`config.mk`:
```
export PLATFORM = sky130hd
export DESIGN_NAME = rrci_cmd_engine
export DESIGN_NICKNAME = d
export VERILOG_FILES = /design/src/logic/rrci_setup_buf.v /design/src/logic/rrci_cmd_engine.v
export VERILOG_INCLUDE_DIRS = /design/src /design/src/logic
export SDC_FILE = /design/constraint.sdc
export NUM_CORES = 2
export LEC_CHECK = 0
export BUFFER_PORTS_ARGS = -buffer_cell sky130_fd_sc_hd__buf_2
export CORE_ASPECT_RATIO = 2
export CORE_MARGIN = 2
export CORE_UTILIZATION = 55
export DETAILED_ROUTE_END_ITERATION = 10
export PLACE_DENSITY = 0.85
export SLEW_MARGIN = 20
export SYNTH_ARGS = -nofsm -noshare
export SYNTH_HDL_FRONTEND = slang
export SYNTH_SLANG_ARGS = --single-unit
```
`constraint.sdc`:
```
create_clock -name clk -period 6.4 [get_ports clk]
set_input_delay 0.64 -clock clk [delete_from_list [all_inputs] [get_ports clk]]
set_output_delay 0.64 -clock clk [all_outputs]
set_load 0.02 [all_outputs]
```
`src/logic/rrci_defines.vh`:
```
// Constants of the recorder remote command interface
// Function
// - Host requests completion notify; device posts a status block per command.
// - Device accepts page-table bit clear or set; host sets page size accordingly.
// - Binary answers start with code 10h and three-byte length, high first.
// - Every answer ends with an asterisk; host keeps reading until it sees one.
// - Protocol query answers one line: protocols tag, supported tags, alphabetical, space separated.
// - Mandatory commands complete within 100 ms; earlier status may show busy.
// - Address query returns tag, mode, own address, mask and gateway.
// - Dynamic mode without assigned address reports all three addresses as zero.
// - Address set supports dynamic, restore defaults, or static; acknowledged by asterisk.
// - Time sync command starts clock sync; lock updates date and time.
// - Sync state query reports locked or none, then an asterisk line.
// - Setup load copies file to buffer; missing file gives error, erases buffer.
// - Setup display outputs buffer then asterisk; empty buffer is no error.
// - Setup store writes buffer under numbered name; foreign media data gives error.
// - Setup upload appends data until a lone END line, then asterisk.
`ifndef RRCI_DEFINES_VH
`define RRCI_DEFINES_VH

// ----------------------------------------------------------------
// Register offsets
// ----------------------------------------------------------------
`define RRCI_ADDR_CMD        8'h00
`define RRCI_ADDR_STATUS     8'h04
`define RRCI_ADDR_STAGE_IP   8'h08
`define RRCI_ADDR_STAGE_MASK 8'h0c
`define RRCI_ADDR_STAGE_GW   8'h10
`define RRCI_ADDR_RESP_DATA  8'h14
`define RRCI_ADDR_RESP_LEFT  8'h18
`define RRCI_ADDR_UPLOAD     8'h1c
`define RRCI_ADDR_ORB        8'h20
`define RRCI_ADDR_STAT_BLK   8'h24

// ----------------------------------------------------------------
// Status register bits, request-word page-table bit and page size
// ----------------------------------------------------------------
`define RRCI_ST_BUSY   0
`define RRCI_ST_DONE   1
`define RRCI_ST_ERR    2
`define RRCI_ST_UPLOAD 3
`define RRCI_ST_DHCP   4
`define RRCI_ST_LOCKED 5
`define RRCI_ST_SYNC   6
`define RRCI_ST_CNT_LO 8
`define RRCI_ST_CNT_HI 12
`define RRCI_ORB_P_BIT 19
`define RRCI_ORB_PS_HI 18
`define RRCI_ORB_PS_LO 16

// ----------------------------------------------------------------
// Command codes and address-set forms
// ----------------------------------------------------------------
`define RRCI_OP_PROTO  4'h1
`define RRCI_OP_NETQ   4'h2
`define RRCI_OP_NETSET 4'h3
`define RRCI_OP_SYNC   4'h4
`define RRCI_OP_SYNCQ  4'h5
`define RRCI_OP_LOAD   4'h6
`define RRCI_OP_DISP   4'h7
`define RRCI_OP_STORE  4'h8
`define RRCI_OP_UPLOAD 4'h9
`define RRCI_FORM_DHCP   2'h0
`define RRCI_FORM_RESET  2'h1
`define RRCI_FORM_STATIC 2'h2

// ----------------------------------------------------------------
// Answer kinds and lengths in words
// ----------------------------------------------------------------
`define RRCI_K_ACK   3'h0
`define RRCI_K_ERR   3'h1
`define RRCI_K_BAD   3'h2
`define RRCI_K_PROTO 3'h3
`define RRCI_K_NET   3'h4
`define RRCI_K_SYNC  3'h5
`define RRCI_K_DISP  3'h6
`define RRCI_LEN_ACK   5'h01
`define RRCI_LEN_ERR   5'h02
`define RRCI_LEN_PROTO 5'h06
`define RRCI_LEN_NET   5'h06
`define RRCI_LEN_SYNC  5'h03

// ----------------------------------------------------------------
// Answer text, four ASCII bytes per word, first byte high
// ----------------------------------------------------------------
`define RRCI_TXT_ACK   32'h2a0a0000
`define RRCI_TXT_ERR   32'h4530310a
`define RRCI_TXT_BAD   32'h4530300a
`define RRCI_TXT_END   32'h454e440a
`define RRCI_TXT_PR0   32'h50524f54
`define RRCI_TXT_PR1   32'h4f434f4c
`define RRCI_TXT_PR2   32'h53204654
`define RRCI_TXT_PR3   32'h50205054
`define RRCI_TXT_PR4   32'h500a0000
`define RRCI_TXT_STAT  32'h53544154
`define RRCI_TXT_DHCP  32'h44484350
`define RRCI_TXT_LOCK0 32'h4c4f434b
`define RRCI_TXT_LOCK1 32'h45440a00
`define RRCI_TXT_NONE0 32'h4e4f4e45
`define RRCI_TXT_NONE1 32'h0a000000
`define RRCI_BIN_CODE  8'h10
`define RRCI_NET_BYTES 24'h000010

// ----------------------------------------------------------------
// Defaults, buffer and timing
// ----------------------------------------------------------------
`define RRCI_DEF_IP    32'h0a000002
`define RRCI_DEF_MASK  32'hff000000
`define RRCI_DEF_GW    32'h0a000001
`define RRCI_BUF_DEPTH 5'h10
`define RRCI_CLK_PERIOD_NS 100
`define RRCI_CMD_TIME_NS   100000000

`endif

```
`src/logic/rrci_setup_buf.v`:
```
// Volatile setup-file buffer, flip-flop storage with two read ports
`include "rrci_defines.vh"
module rrci_setup_buf (
   clk,
   wr_en,
   wr_idx,
   wr_data,
   rd_idx_a,
   rd_data_a,
   rd_idx_b,
   rd_data_b
);
   input  wire        clk;
   input  wire        wr_en;
   input  wire [3:0]  wr_idx;
   input  wire [31:0] wr_data;
   input  wire [3:0]  rd_idx_a;
   output wire [31:0] rd_data_a;
   input  wire [3:0]  rd_idx_b;
   output wire [31:0] rd_data_b;

   // ----------------------------------------------------------------
   // Storage
   // ----------------------------------------------------------------
   wire [31:0] entry [0:15];
   genvar g;
   generate
      for (g = 0; g < 16; g = g + 1) begin : g_entry
         reg [31:0] word;
         always @(posedge clk) begin
            if (wr_en && (wr_idx == g[3:0])) begin
               word <= wr_data;
            end
         end
         assign entry[g] = word;
      end
   endgenerate

   assign rd_data_a = entry[rd_idx_a];
   assign rd_data_b = entry[rd_idx_b];
endmodule // rrci_setup_buf

```
`src/logic/rrci_cmd_engine.v`:
```
// Remote command engine: APB registers, command execution, answer stream
//
// The placing of the registers and the APB interface to the registers are this design's own decisions.
`include "rrci_defines.vh"
module rrci_cmd_engine #(
   parameter CMD_LIMIT_CYCLES = `RRCI_CMD_TIME_NS / `RRCI_CLK_PERIOD_NS
) (
   input  wire        clk,
   input  wire        rst_n,
   input  wire        psel,
   input  wire        penable,
   input  wire        pwrite,
   input  wire [7:0]  paddr,
   input  wire [31:0] pwdata,
   output reg  [31:0] prdata,
   output reg         pready,
   output reg         pslverr,
   input  wire        ptp_locked,
   input  wire        dhcp_lease_valid,
   input  wire [31:0] dhcp_ip,
   input  wire [31:0] dhcp_mask,
   input  wire [31:0] dhcp_gw,
   input  wire        media_load_wvalid,
   input  wire [31:0] media_load_wdata,
   input  wire        media_load_done,
   input  wire        media_load_bad,
   input  wire        media_store_done,
   input  wire        media_foreign_data,
   input  wire [3:0]  media_rd_addr,
   output reg  [31:0] media_rd_data,
   output reg         media_load_req,
   output reg         media_store_req,
   output reg  [7:0]  media_store_number,
   output reg         net_dhcp_enable,
   output reg  [31:0] net_ip,
   output reg  [31:0] net_mask,
   output reg  [31:0] net_gw,
   output reg         net_reset_defaults,
   output reg         ptp_sync_start,
   output reg         rtc_load_date_time,
   output reg         cmd_complete
);

   // ----------------------------------------------------------------
   // States
   // ----------------------------------------------------------------
   localparam [2:0] ST_IDLE   = 3'b001;
   localparam [2:0] ST_MEDIA  = 3'b010;
   localparam [2:0] ST_UPLOAD = 3'b100;
   localparam [19:0] LIMIT    = CMD_LIMIT_CYCLES[19:0];

   reg  [2:0]  state;
   reg         op_is_load;
   reg  [19:0] cmd_timer;
   reg  [31:0] stage_ip;
   reg  [31:0] stage_mask;
   reg  [31:0] stage_gw;
   reg  [31:0] orb_word;
   reg  [2:0]  resp_kind;
   reg  [4:0]  resp_idx;
   reg  [4:0]  resp_left;
   reg  [4:0]  buf_count;
   reg         done_flag;
   reg         err_flag;
   reg         sync_pending;
   reg         locked_seen;
   reg  [7:0]  stat_blk;
   reg  [31:0] resp_word;
   reg  [31:0] read_mux;
   reg         addr_ok;

   wire [31:0] buf_word_a;
   wire [31:0] buf_word_b;
   wire        busy      = (state == ST_MEDIA);
   wire        apb_setup = psel & ~penable;
   wire        apb_done  = psel & penable & pready;
   wire        wr_fire   = apb_done & pwrite & ~pslverr;
   wire        rd_pop    = apb_done & ~pwrite & ~pslverr & (paddr == `RRCI_ADDR_RESP_DATA);
   wire        cmd_fire  = wr_fire & (paddr == `RRCI_ADDR_CMD) & ~busy & (state != ST_UPLOAD);
   wire [3:0]  cmd_op    = pwdata[3:0];
   wire [1:0]  cmd_form  = pwdata[5:4];
   wire        up_fire   = wr_fire & (paddr == `RRCI_ADDR_UPLOAD) & (state == ST_UPLOAD);
   wire        up_end    = up_fire & (pwdata == `RRCI_TXT_END);
   wire        buf_full  = (buf_count == `RRCI_BUF_DEPTH);
   wire        load_wr   = (state == ST_MEDIA) & op_is_load & media_load_wvalid & ~buf_full;
   wire        up_wr     = up_fire & ~up_end & ~buf_full;
   wire        buf_wr    = load_wr | up_wr;
   wire [31:0] buf_wdata = load_wr ? media_load_wdata : pwdata;
   wire        timed_out = busy & (cmd_timer == LIMIT);
   wire        media_ok  = busy & (op_is_load ? media_load_done : media_store_done);
   wire        media_bad = busy & op_is_load & media_load_bad;
   // Load, upload and a store without foreign data post their completion later; stat_blk is loaded at once
   wire        deferred  = (cmd_op == `RRCI_OP_LOAD) | (cmd_op == `RRCI_OP_UPLOAD) |
                           ((cmd_op == `RRCI_OP_STORE) & ~media_foreign_data);
   wire        new_resp  = (cmd_fire & ~deferred) | up_end | media_ok | media_bad | timed_out;
   wire        clr_done  = wr_fire & (paddr == `RRCI_ADDR_STATUS) & pwdata[`RRCI_ST_DONE];
   wire        clr_err   = wr_fire & (paddr == `RRCI_ADDR_STATUS) & pwdata[`RRCI_ST_ERR];
   wire [31:0] shown_ip   = (net_dhcp_enable & ~dhcp_lease_valid) ? 32'h0 : (net_dhcp_enable ? dhcp_ip : net_ip);
   wire [31:0] shown_mask = (net_dhcp_enable & ~dhcp_lease_valid) ? 32'h0 : (net_dhcp_enable ? dhcp_mask : net_mask);
   wire [31:0] shown_gw   = (net_dhcp_enable & ~dhcp_lease_valid) ? 32'h0 : (net_dhcp_enable ? dhcp_gw : net_gw);

   rrci_setup_buf u_buf (
      .clk       (clk),
      .wr_en     (buf_wr),
      .wr_idx    (buf_count[3:0]),
      .wr_data   (buf_wdata),
      .rd_idx_a  (resp_idx[3:0]),
      .rd_data_a (buf_word_a),
      .rd_idx_b  (media_rd_addr),
      .rd_data_b (buf_word_b)
   );

   // ----------------------------------------------------------------
   // Answer word generator
   // ----------------------------------------------------------------
   always @* begin
      resp_word = `RRCI_TXT_ACK;
      case (resp_kind)
         `RRCI_K_ERR: begin
            if (resp_idx == 5'h0) resp_word = `RRCI_TXT_ERR;
         end
         `RRCI_K_BAD: begin
            if (resp_idx == 5'h0) resp_word = `RRCI_TXT_BAD;
         end
         `RRCI_K_PROTO: begin
            // Supported tags fixed: file transfer and time sync, in order
            case (resp_idx)
               5'h0:    resp_word = `RRCI_TXT_PR0;
               5'h1:    resp_word = `RRCI_TXT_PR1;
               5'h2:    resp_word = `RRCI_TXT_PR2;
               5'h3:    resp_word = `RRCI_TXT_PR3;
               5'h4:    resp_word = `RRCI_TXT_PR4;
               default: resp_word = `RRCI_TXT_ACK;
            endcase
         end
         `RRCI_K_NET: begin
            // Binary answer, raw address words follow the mode tag
            case (resp_idx)
               5'h0:    resp_word = {`RRCI_BIN_CODE, `RRCI_NET_BYTES};
               5'h1:    resp_word = net_dhcp_enable ? `RRCI_TXT_DHCP : `RRCI_TXT_STAT;
               5'h2:    resp_word = shown_ip;
               5'h3:    resp_word = shown_mask;
               5'h4:    resp_word = shown_gw;
               default: resp_word = `RRCI_TXT_ACK;
            endcase
         end
         `RRCI_K_SYNC: begin
            case (resp_idx)
               5'h0:    resp_word = ptp_locked ? `RRCI_TXT_LOCK0 : `RRCI_TXT_NONE0;
               5'h1:    resp_word = ptp_locked ? `RRCI_TXT_LOCK1 : `RRCI_TXT_NONE1;
               default: resp_word = `RRCI_TXT_ACK;
            endcase
         end
         `RRCI_K_DISP: begin
            if (resp_idx < buf_count) resp_word = buf_word_a;
         end
         default: resp_word = `RRCI_TXT_ACK;
      endcase
   end

   // ----------------------------------------------------------------
   // Register read decode
   // ----------------------------------------------------------------
   always @* begin
      read_mux = 32'h0;
      addr_ok  = 1'b1;
      case (paddr)
         `RRCI_ADDR_CMD:        read_mux = 32'h0;
         `RRCI_ADDR_STATUS: begin
            read_mux[`RRCI_ST_BUSY]   = busy;
            read_mux[`RRCI_ST_DONE]   = done_flag;
            read_mux[`RRCI_ST_ERR]    = err_flag;
            read_mux[`RRCI_ST_UPLOAD] = (state == ST_UPLOAD);
            read_mux[`RRCI_ST_DHCP]   = net_dhcp_enable;
            read_mux[`RRCI_ST_LOCKED] = ptp_locked;
            read_mux[`RRCI_ST_SYNC]   = sync_pending;
            read_mux[`RRCI_ST_CNT_HI:`RRCI_ST_CNT_LO] = buf_count;
         end
         `RRCI_ADDR_STAGE_IP:   read_mux = stage_ip;
         `RRCI_ADDR_STAGE_MASK: read_mux = stage_mask;
         `RRCI_ADDR_STAGE_GW:   read_mux = stage_gw;
         `RRCI_ADDR_RESP_DATA:  read_mux = (resp_left != 5'h0) ? resp_word : 32'h0;
         `RRCI_ADDR_RESP_LEFT:  read_mux = {27'h0, resp_left};
         `RRCI_ADDR_UPLOAD:     read_mux = 32'h0;
         `RRCI_ADDR_ORB:        read_mux = orb_word;
         `RRCI_ADDR_STAT_BLK:   read_mux = {24'h0, stat_blk};
         default:               addr_ok  = 1'b0;
      endcase
   end

   // ----------------------------------------------------------------
   // APB slave: one wait-free access phase after every setup
   // ----------------------------------------------------------------
   always @(posedge clk) begin
      if (!rst_n) begin
         pready  <= 1'b0;
         pslverr <= 1'b0;
         prdata  <= 32'h0;
      end else begin
         pready  <= apb_setup;
         pslverr <= apb_setup & ~addr_ok;
         if (apb_setup) begin
            prdata <= pwrite ? 32'h0 : read_mux;
         end
      end
   end

   // ----------------------------------------------------------------
   // Command execution
   // ----------------------------------------------------------------
   always @(posedge clk) begin
      if (!rst_n) begin
         state              <= ST_IDLE;
         op_is_load         <= 1'b0;
         cmd_timer          <= 20'h0;
         stage_ip           <= `RRCI_DEF_IP;
         stage_mask         <= `RRCI_DEF_MASK;
         stage_gw           <= `RRCI_DEF_GW;
         orb_word           <= 32'h0;
         resp_kind          <= `RRCI_K_ACK;
         resp_idx           <= 5'h0;
         resp_left          <= 5'h0;
         buf_count          <= 5'h0;
         done_flag          <= 1'b0;
         err_flag           <= 1'b0;
         sync_pending       <= 1'b0;
         locked_seen        <= 1'b0;
         stat_blk           <= 8'h0;
         media_rd_data      <= 32'h0;
         media_load_req     <= 1'b0;
         media_store_req    <= 1'b0;
         media_store_number <= 8'h0;
         net_dhcp_enable    <= 1'b0;
         net_ip             <= `RRCI_DEF_IP;
         net_mask           <= `RRCI_DEF_MASK;
         net_gw             <= `RRCI_DEF_GW;
         net_reset_defaults <= 1'b0;
         ptp_sync_start     <= 1'b0;
         rtc_load_date_time <= 1'b0;
         cmd_complete       <= 1'b0;
      end else begin
         media_load_req     <= 1'b0;
         media_store_req    <= 1'b0;
         net_reset_defaults <= 1'b0;
         ptp_sync_start     <= 1'b0;
         rtc_load_date_time <= 1'b0;
         cmd_complete       <= new_resp;
         media_rd_data      <= buf_word_b;
         locked_seen        <= ptp_locked;

         if (wr_fire && paddr == `RRCI_ADDR_STAGE_IP)   stage_ip   <= pwdata;
         if (wr_fire && paddr == `RRCI_ADDR_STAGE_MASK) stage_mask <= pwdata;
         if (wr_fire && paddr == `RRCI_ADDR_STAGE_GW)   stage_gw   <= pwdata;
         // Request word stored as given; page-table setting never refused
         if (wr_fire && paddr == `RRCI_ADDR_ORB)        orb_word   <= pwdata;

         // Lock after a sync request loads both date and time
         if (sync_pending && ptp_locked && !locked_seen) begin
            rtc_load_date_time <= 1'b1;
            sync_pending       <= 1'b0;
         end

         if (buf_wr) buf_count <= buf_count + 5'h1;

         // Reading the answer pops one word
         if (rd_pop && resp_left != 5'h0) begin
            resp_idx  <= resp_idx + 5'h1;
            resp_left <= resp_left - 5'h1;
         end

         // Set wins over a software clear in the same cycle
         if (clr_done) done_flag <= 1'b0;
         if (clr_err)  err_flag  <= 1'b0;
         if (new_resp) begin
            done_flag <= 1'b1;
            resp_idx  <= 5'h0;
            resp_kind <= `RRCI_K_ACK;
            resp_left <= `RRCI_LEN_ACK;
         end

         if (busy) cmd_timer <= cmd_timer + 20'h1;

         case (state)
            ST_IDLE: begin
               if (cmd_fire) begin
                  stat_blk  <= {4'h0, cmd_op};
                  cmd_timer <= 20'h0;
                  case (cmd_op)
                     `RRCI_OP_PROTO: begin
                        resp_kind <= `RRCI_K_PROTO;
                        resp_left <= `RRCI_LEN_PROTO;
                     end
                     `RRCI_OP_NETQ: begin
                        resp_kind <= `RRCI_K_NET;
                        resp_left <= `RRCI_LEN_NET;
                     end
                     `RRCI_OP_NETSET: begin
                        case (cmd_form)
                           `RRCI_FORM_DHCP: net_dhcp_enable <= 1'b1;
                           `RRCI_FORM_RESET: begin
                              net_dhcp_enable    <= 1'b0;
                              net_ip             <= `RRCI_DEF_IP;
                              net_mask           <= `RRCI_DEF_MASK;
                              net_gw             <= `RRCI_DEF_GW;
                              net_reset_defaults <= 1'b1;
                           end
                           `RRCI_FORM_STATIC: begin
                              net_dhcp_enable <= 1'b0;
                              net_ip          <= stage_ip;
                              net_mask        <= stage_mask;
                              net_gw          <= stage_gw;
                           end
                           default: begin
                              resp_kind <= `RRCI_K_BAD;
                              resp_left <= `RRCI_LEN_ERR;
                              err_flag  <= 1'b1;
                           end
                        endcase
                     end
                     `RRCI_OP_SYNC: begin
                        sync_pending   <= 1'b1;
                        ptp_sync_start <= 1'b1;
                     end
                     `RRCI_OP_SYNCQ: begin
                        resp_kind <= `RRCI_K_SYNC;
                        resp_left <= `RRCI_LEN_SYNC;
                     end
                     `RRCI_OP_LOAD: begin
                        // Extra parameter bits are ignored
                        op_is_load     <= 1'b1;
                        buf_count      <= 5'h0;
                        media_load_req <= 1'b1;
                        state          <= ST_MEDIA;
                     end
                     `RRCI_OP_DISP: begin
                        resp_kind <= `RRCI_K_DISP;
                        resp_left <= buf_count + 5'h1;
                     end
                     `RRCI_OP_STORE: begin
                        if (media_foreign_data) begin
                           resp_kind <= `RRCI_K_ERR;
                           resp_left <= `RRCI_LEN_ERR;
                           err_flag  <= 1'b1;
                        end else begin
                           op_is_load         <= 1'b0;
                           media_store_number <= pwdata[15:8];
                           media_store_req    <= 1'b1;
                           state              <= ST_MEDIA;
                        end
                     end
                     `RRCI_OP_UPLOAD: begin
                        // Upload appends; ack is held until the END word
                        state <= ST_UPLOAD;
                     end
                     default: begin
                        resp_kind <= `RRCI_K_BAD;
                        resp_left <= `RRCI_LEN_ERR;
                        err_flag  <= 1'b1;
                     end
                  endcase
                  // Load, upload and a store without foreign data answer later, not now
                  if (cmd_op == `RRCI_OP_LOAD || cmd_op == `RRCI_OP_UPLOAD ||
                      (cmd_op == `RRCI_OP_STORE && !media_foreign_data)) begin
                     resp_left <= 5'h0;
                     done_flag <= done_flag & ~clr_done;
                  end
               end
            end
            ST_MEDIA: begin
               // Media that never answers is cut off at the time limit
               if (media_bad || timed_out) begin
                  if (op_is_load) buf_count <= 5'h0;
                  resp_kind <= `RRCI_K_ERR;
                  resp_left <= `RRCI_LEN_ERR;
                  err_flag  <= 1'b1;
                  state     <= ST_IDLE;
               end else if (media_ok) begin
                  state <= ST_IDLE;
               end
            end
            ST_UPLOAD: begin
               if (up_end) state <= ST_IDLE;
            end
            default: state <= ST_IDLE;
         endcase
      end
   end

endmodule // rrci_cmd_engine

```
After elaboration in Yosys (flattened, before gate mapping)
Index checks and enable logic that the tools add are counted.

Bits of input ports: 184. Register bits: 867. Latch bits: 0. Memory bits (read-only): 0. Output and inout bits: 177. Logic and storage cells: 306. Memories kept: 0. Bits in writable memories: 0.

$mul: 0. $add $sub $neg: 4. Bitwise gates (word level): 51. Magnitude comparators: 3. Reductions and logical operators: 53. Eq/ne operators: 58. Divide/modulo/power cells: 0. Multiplexer cells: 90. Shift-type cells: 0.

Operators by type and width (count): $mux 32 (14); $bmux 32 s4 (2); $pmux 32 s2 (3); $pmux 32 s6 (1); $pmux 32 s5 (1); $pmux 31 s5 (1); $pmux 19 s5 (1); $mux 31 (3); $pmux 31 s2 (1); $mux 20 (3); $mux 5 (12); $pmux 5 s6 (2); $pmux 7 s8 (1); $eq 4x4->1 const B (10); $eq 32x31->1 const B (1); $eq 4x3->1 const B (8); $eq 8x5->1 const B (4); $and 1x1->1 (30); $mux 3 (10); $mux 29 (1); $mux 26 (1); $logic_and 1x1->1 (24); $reduce_and 4->1 (6); $mux 1 (22); 49 further kinds (97).

Logic depth before layout (Yosys ltp)
Depth in word-level cells: 18. Mapped depth: 14. Mapped depth without buffers: 8.

Cells and area by module
Synthesis repeated with hierarchy kept, for this count alone.

Cells, all modules: 3425. Area, all modules: 41029.4 sq um.

Modules (own cells, without submodules): rrci_setup_buf (seq. area each 15374.7 sq um, times used 1, cells an instance 1077, area an instance 22922.0 sq um); rrci_cmd_engine (seq. area each 7106.8 sq um, times used 1, cells an instance 2348, area an instance 18107.4 sq um).

Worst setup path before layout
OpenSTA, ideal clock, no wires.

Path type: in2reg. Start: in penable. End: reg u_buf.g_entry[11].word[0], enable pin. Buffers on the path: 1. Arrival time: 4.423 ns. Required time: 5.932 ns. Library setup time: 0.468 ns. Stages: 7. Path slack: 1.509 ns. Cells stage by stage: and4b_1 and2_1 clkbuf_1 o211ai_1 a21oi_1 nand2_1 nor3b_1.

Cells in the longest elaborated chain, start to end: 12.

Ends and longest elaborated chain: start: declaration (line rrci_cmd_engine.v:11) `input wire penable,`; $and 1x1->1 * (2 in series) (line rrci_cmd_engine.v:76) `wire apb_done = psel & penable & pready;`; $and 1x1->1 * (2 in series) (line rrci_cmd_engine.v:77) `wire wr_fire = apb_done & pwrite & ~pslverr;`; $and 1x1->1 * (2 in series) (line rrci_cmd_engine.v:82) `` wire up_fire = wr_fire & (paddr == `RRCI_ADDR_UPLOAD) & (state == ST_UPLOAD); ``; $and 1x1->1 (line rrci_cmd_engine.v:83) `` wire up_end = up_fire & (pwdata == `RRCI_TXT_END); ``; $not 1->1 (line rrci_cmd_engine.v:86) `wire up_wr = up_fire & ~up_end & ~buf_full;`; $and 1x1->1 * (2 in series) (line rrci_cmd_engine.v:86); $or 1x1->1 * (line rrci_cmd_engine.v:87) `wire buf_wr = load_wr | up_wr;`; $logic_and 1x1->1 * (line rrci_setup_buf.v:31) `if (wr_en && (wr_idx == g[3:0])) begin`; end signal: assignment (line rrci_setup_buf.v:32) `word <= wr_data;`; end: declaration (line rrci_setup_buf.v:29) `reg [31:0] word;`.

Mark *: on every way between the ends. The rest lies on a longest branch, timed or not. A chain may end at the register's enable or synchronous reset.

Worst setup path in the final report
Start: reg resp_idx[1]. End: reg prdata[0].

Cells in the longest elaborated chain, start to end: 9. Elaborated cells between the ends (all ways): 17. Those cells by class: order compare (1); eq/ne (4); mux (10); bitwise (1); reduce/logical (1).

Ends and longest elaborated chain: start: declaration (line rrci_cmd_engine.v:60) `reg [4:0] resp_idx;`; start signal: assignment (line rrci_cmd_engine.v:267) `resp_idx <= resp_idx + 5'h1;`; $not 4->5 (not written as such) (line rrci_setup_buf.v:39) `assign rd_data_a = entry[rd_idx_a];`; $bmux 32 s4 (line rrci_setup_buf.v:39); $mux 32 (not written as such) (2 in series) (line rrci_setup_buf.v:39); $mux 32 (line rrci_cmd_engine.v:155) `if (resp_idx < buf_count) resp_word = buf_word_a;`; $pmux 32 s6 * (line rrci_cmd_engine.v:118) `case (resp_kind)`; $mux 32 * (line rrci_cmd_engine.v:182) `` `RRCI_ADDR_RESP_DATA: read_mux = (resp_left != 5'h0) ? resp_word : 32'h0; ``; $pmux 7 s8 * (line rrci_cmd_engine.v:167) `case (paddr)`; $mux 32 * (line rrci_cmd_engine.v:203) `prdata <= pwrite ? 32'h0 : read_mux;`; end signal: assignment (line rrci_cmd_engine.v:203); end: declaration (line rrci_cmd_engine.v:15) `output reg [31:0] prdata,`.

Mark *: on every way between the ends. The rest lies on a longest branch, timed or not. The select of a mux whose other input is x is not followed.

==> Implementation_results.wiki <==
{| class="wikitable"
! Metric !! Value
|-
| Final HPWL from detailed placement || 109300 um
|-
| Post-Synthesis Cell Area || about 41000 sq um
|-
| Crit path required time || 7.05 ns
|-
| Maximum clock rate || 226.7 MHz
|-
| Average detailed-routed wire length per instance || 36.93 um
|-
| Cell Pwr Density || ~240 nW/um^2
|-
| Clk slew on worst S/H paths || around 0.08 ns
|-
| Total of flip-flops plus latches after synthesis || 867
|-
| Routed wire length || 169800 um
|-
| Synthesized netlist cell count || 3257
|-
| VDD IR-drop max || 191.6 uV
|-
| Sequential fraction of the synthesis area || between 50% and 60%
|-
| Failing checks || DRC
|-
| Number of core rows || 142
|-
| Insertion delay of the later-clocked pin in the worst-skew pair || between 0.7 and 0.8 ns
|-
| Ys flop type || edfxtp_1
|-
| Input/output buffers || 360
|-
| Maximum cell stage delay along the critical path || a little under 1 ns
|-
| Startpoint of the worst-slack reg-to-reg timing path || resp_idx[1]
|-
| Area growth syn-to-layout || 12.74%
|-
| Arrival time of the worst setup path || 5.06 ns
|-
| Class of the most critical setup path || reg -> reg
|-
| Switch share || 23.10%
|-
| Share of layout cells above drive strength 1 || 27.65%
|-
| Avg Vias per Cell || 7.389
|-
| Initial antenna violation count || 42
|-
| I/O pin count || 361
|-
| Hold path startpoint || pwdata[26]
|-
| Starting Density || between 50 and 60%
|-
| R2R Path End || prdata[0]
|-
| Antenna Violating Nets Remaining || 0
|-
| GRT Resource Usage Total || 45.01%
|-
| Cell type with the highest aggregate area in the netlist || edfxtp_1
|-
| Reported max-cap violation count || 0
|-
| Area share of the largest cell type after synthesis || roughly 37%
|-
| Clock Path Buffers || 3
|-
| Final Max Tran Viols || 0
|-
| Yosys warning total || 0
|-
| Final setup fails || 0
|-
| Total area of sequential cells || approximately 22000 sq um
|-
| CP Buf/Inv Count || 0
|-
| Die area || between 70000 and 80000 sq um
|-
| Slack of the worst reg-to-reg path || 1.99 ns
|-
| Hold-critical path depth || 3
|-
| Cell family with most CP delay || compound AO/OA/AOI/OAI gates
|-
| Sequential Power Share || 51.8%
|-
| Top cells by area in the synthesized netlist || edfxtp_1, dfxtp_1, mux4_2
|-
| Clock tree skew after final layout || between 0.03 and 0.04 ns
|-
| Die Width || 198.1 um
|-
| Largest net degree at the start of global routing || a little under 100
|-
| Most common cell after layout, fill and taps aside || edfxtp_1
|-
| Leakage || 0.01526 uW
|-
| Slew at the pin closest to its max-slew limit || 1.311 ns
|-
| Initial DRT Pass Iterations || 11
|-
| Footprint of the multi-input gates || between 15000 and 20000 sq um
|-
| Post-synth EDFFs || 512
|-
| Largest driver fanout on the critical path || 56
|-
| TNS Setup || 0 ns
|-
| Logic gate share of total power || 5.1%
|-
| Time the final worst path needs with I/O delays and setup || 4.410 ns
|-
| Psw || 2637 uW
|-
| CP Launch Type || flip-flop
|-
| Filler cell count in the final layout || 5602
|-
| Top library cells by usage in the layout, fill and taps aside || edfxtp_1, nand2_1, buf_2, dfxtp_1, mux4_2
|-
| Tcrit/Tclk final || 68.91%
|-
| Post-synthesis average cell area || 12.72 sq um
|-
| GPL Wtd Cong || about 1.1
|-
| Total CTS buffers || 77
|-
| Unrepaired setup endpoints after global routing || false
|-
| Clock network power share || a little over two fifths
|-
| Cell-by-cell trace of the critical path || ha_1 > nor3b_1 > and2_1 > a221oi_1 > o211ai_1 > o211a_1
|-
| HP Class || in -> reg
|-
| Number of distinct library cell variants in the gate-level netlist after synthesis || 89
|-
| Via count of the first global-routing pass || 32430
|-
| H-tree lvl count || 3
|-
| Sinks on the clock net || roughly 870
|-
| Tightest slew margin relative to the limit || around an eighth
|-
| CTS tree || yes
|-
| Gr ovfl total || 0
|-
| Initial DRC count || 5709
|-
| CTS Hold Buffers Added || 0
|-
| DRC errors left || 2
|-
| CP Capture Type || flip-flop
|-
| DIE HEIGHT || ~390 um
|-
| Async S/R FF share, synth || 0%
|-
| Total design power || around 11000 uW
|-
| Setup bufs post-CTS || 0
|-
| Internal Power || 8777 uW
|-
| Slowest cell on the critical path || dfxtp_4
|-
| Post-Synthesis Net Count || 3460
|-
| First-pass GRT wire length || 239800 um
|-
| Core area || 74800 sq um
|-
| Min-Delay Endpoint || orb_word[26]
|-
| Total number of vias || 33970
|-
| Total count of hold-check failures in the final report || 0
|-
| Number of gates resized after cts || 0
|-
| Cell chosen for the clock root || clkbuf_16
|-
| Length in cells of the worst reg-to-reg path || 6
|-
| Final #Nets || 3703
|-
| Run status || finished, violations left
|}
[flip-flops by register name, indices dropped and copies added, names as in the netlist, 3 cells and up]
name,cells
resp_left,5
net_mask,32
stage_ip,32
stage_gw,32
state,3
prdata,32
buf_count,5
net_gw,32
net_ip,32
orb_word,32
u_buf.g_entry.word,512
resp_idx,5
media_rd_data,32
resp_kind,3
cmd_timer,20
stage_mask,32
media_store_number,8
stat_blk,4
[area by class of cell]
class,instances,share of cell area (%)
antenna,28,0.1500
clock buffer,95,4.447
clock inverter,46,1.125
inverter,35,0.2920
multi-input combinational,2084,37.98
sequential,867,48.17
tap,1008,2.700
timing repair buffer,435,5.140
[through the flow]
step | worst slack, ns | hold slack [ns] | instances | utilization (%) | instance area, sq um
2_1_floorplan | 1.509 | 0.4020 | 3257 | - | 41430
3_3_place_gp | 2.401 | 0.4351 | 4426 | 58.79 | 43980
3_5_place_dp | 2.276 | 0.4403 | 4426 | 58.79 | 43980
4_1_cts | 2.470 | 0.2194 | 4567 | 62.27 | 46580
5_1_grt | 2.088 | 0.2449 | 4579 | 62.38 | 46660
6_report | 1.990 | 0.2298 | 4598 | 62.45 | 46710
[kinds of logic after synthesis]
logic type	Yosys count	synth area share, %
flip-flops	867	54.27
AO/OA/AOI/OAI	648	9.867
AND/OR/NAND/NOR	968	11.37
XOR/XNOR	34	0.7188
adder cells (fa/ha/maj)	19	0.5738
buffers and inverters	306	3.401
multiplexers	415	19.81
[synth_stat cells (38+ instances only)]
cell type / count
edfxtp_1: 512
nand2_1: 453
dfxtp_1: 355
mux4_2: 307
a21oi_1: 260
clkbuf_1: 153
nand3_1: 137
o21ai_0: 98
nor2_1: 97
buf_2: 70
a22oi_1: 65
and2_1: 62
mux2_2: 51
mux2i_1: 48
nor3_1: 38
[worst max path at each step]
stage	slack, ns	cells after the start	start	endpoint
after CTS	2.47	10	buf_count[2]	prdata[9]
after detailed placement	2.28	9	paddr[2]	u_buf.g_entry[11].word[15]
final	1.99	6	resp_idx[1]	prdata[0]
after global routing	2.09	6	resp_idx[1]	prdata[0]
after global placement	2.40	9	paddr[2]	u_buf.g_entry[11].word[15]
after floorplan	1.51	7	penable	u_buf.g_entry[11].word[0]
[worst register-to-register path, delay by kind of cell, from the launching register on]
kind,cells,cell delay [ns]
AND/OR/NAND/NOR,2,1.12
adder cells (fa/ha/maj),1,0.82
AO/OA/AOI/OAI,3,1.43
flip-flops,1,0.99
[power groups by stage]
| stage | clock network, uW | registers (uW) | logic, uW |
|---|---|---|---|
| after floorplan | 0 | 6060 | 286 |
| after global placement | 0 | 6040 | 541 |
| after detailed placement | 0 | 6040 | 550 |
| after CTS | 4910 | 5910 | 556 |
| after global routing | 5110 | 5910 | 600 |
| final | 4920 | 5910 | 582 |
[per-layer routing]
| metal | GRT usage (%) | up-vias | wire length [um] |
|---|---|---|---|
| met5 | 2.859 | - | 451 |
| met4 | 42.01 | 42 | 19630 |
| met2 | 63.10 | 3504 | 73100 |
| li1 | - | 13110 | - |
| met1 | 46.91 | 16210 | 49240 |
| met3 | 25.43 | 1111 | 27360 |
Note: power is estimated with default switching activity, not from simulation.
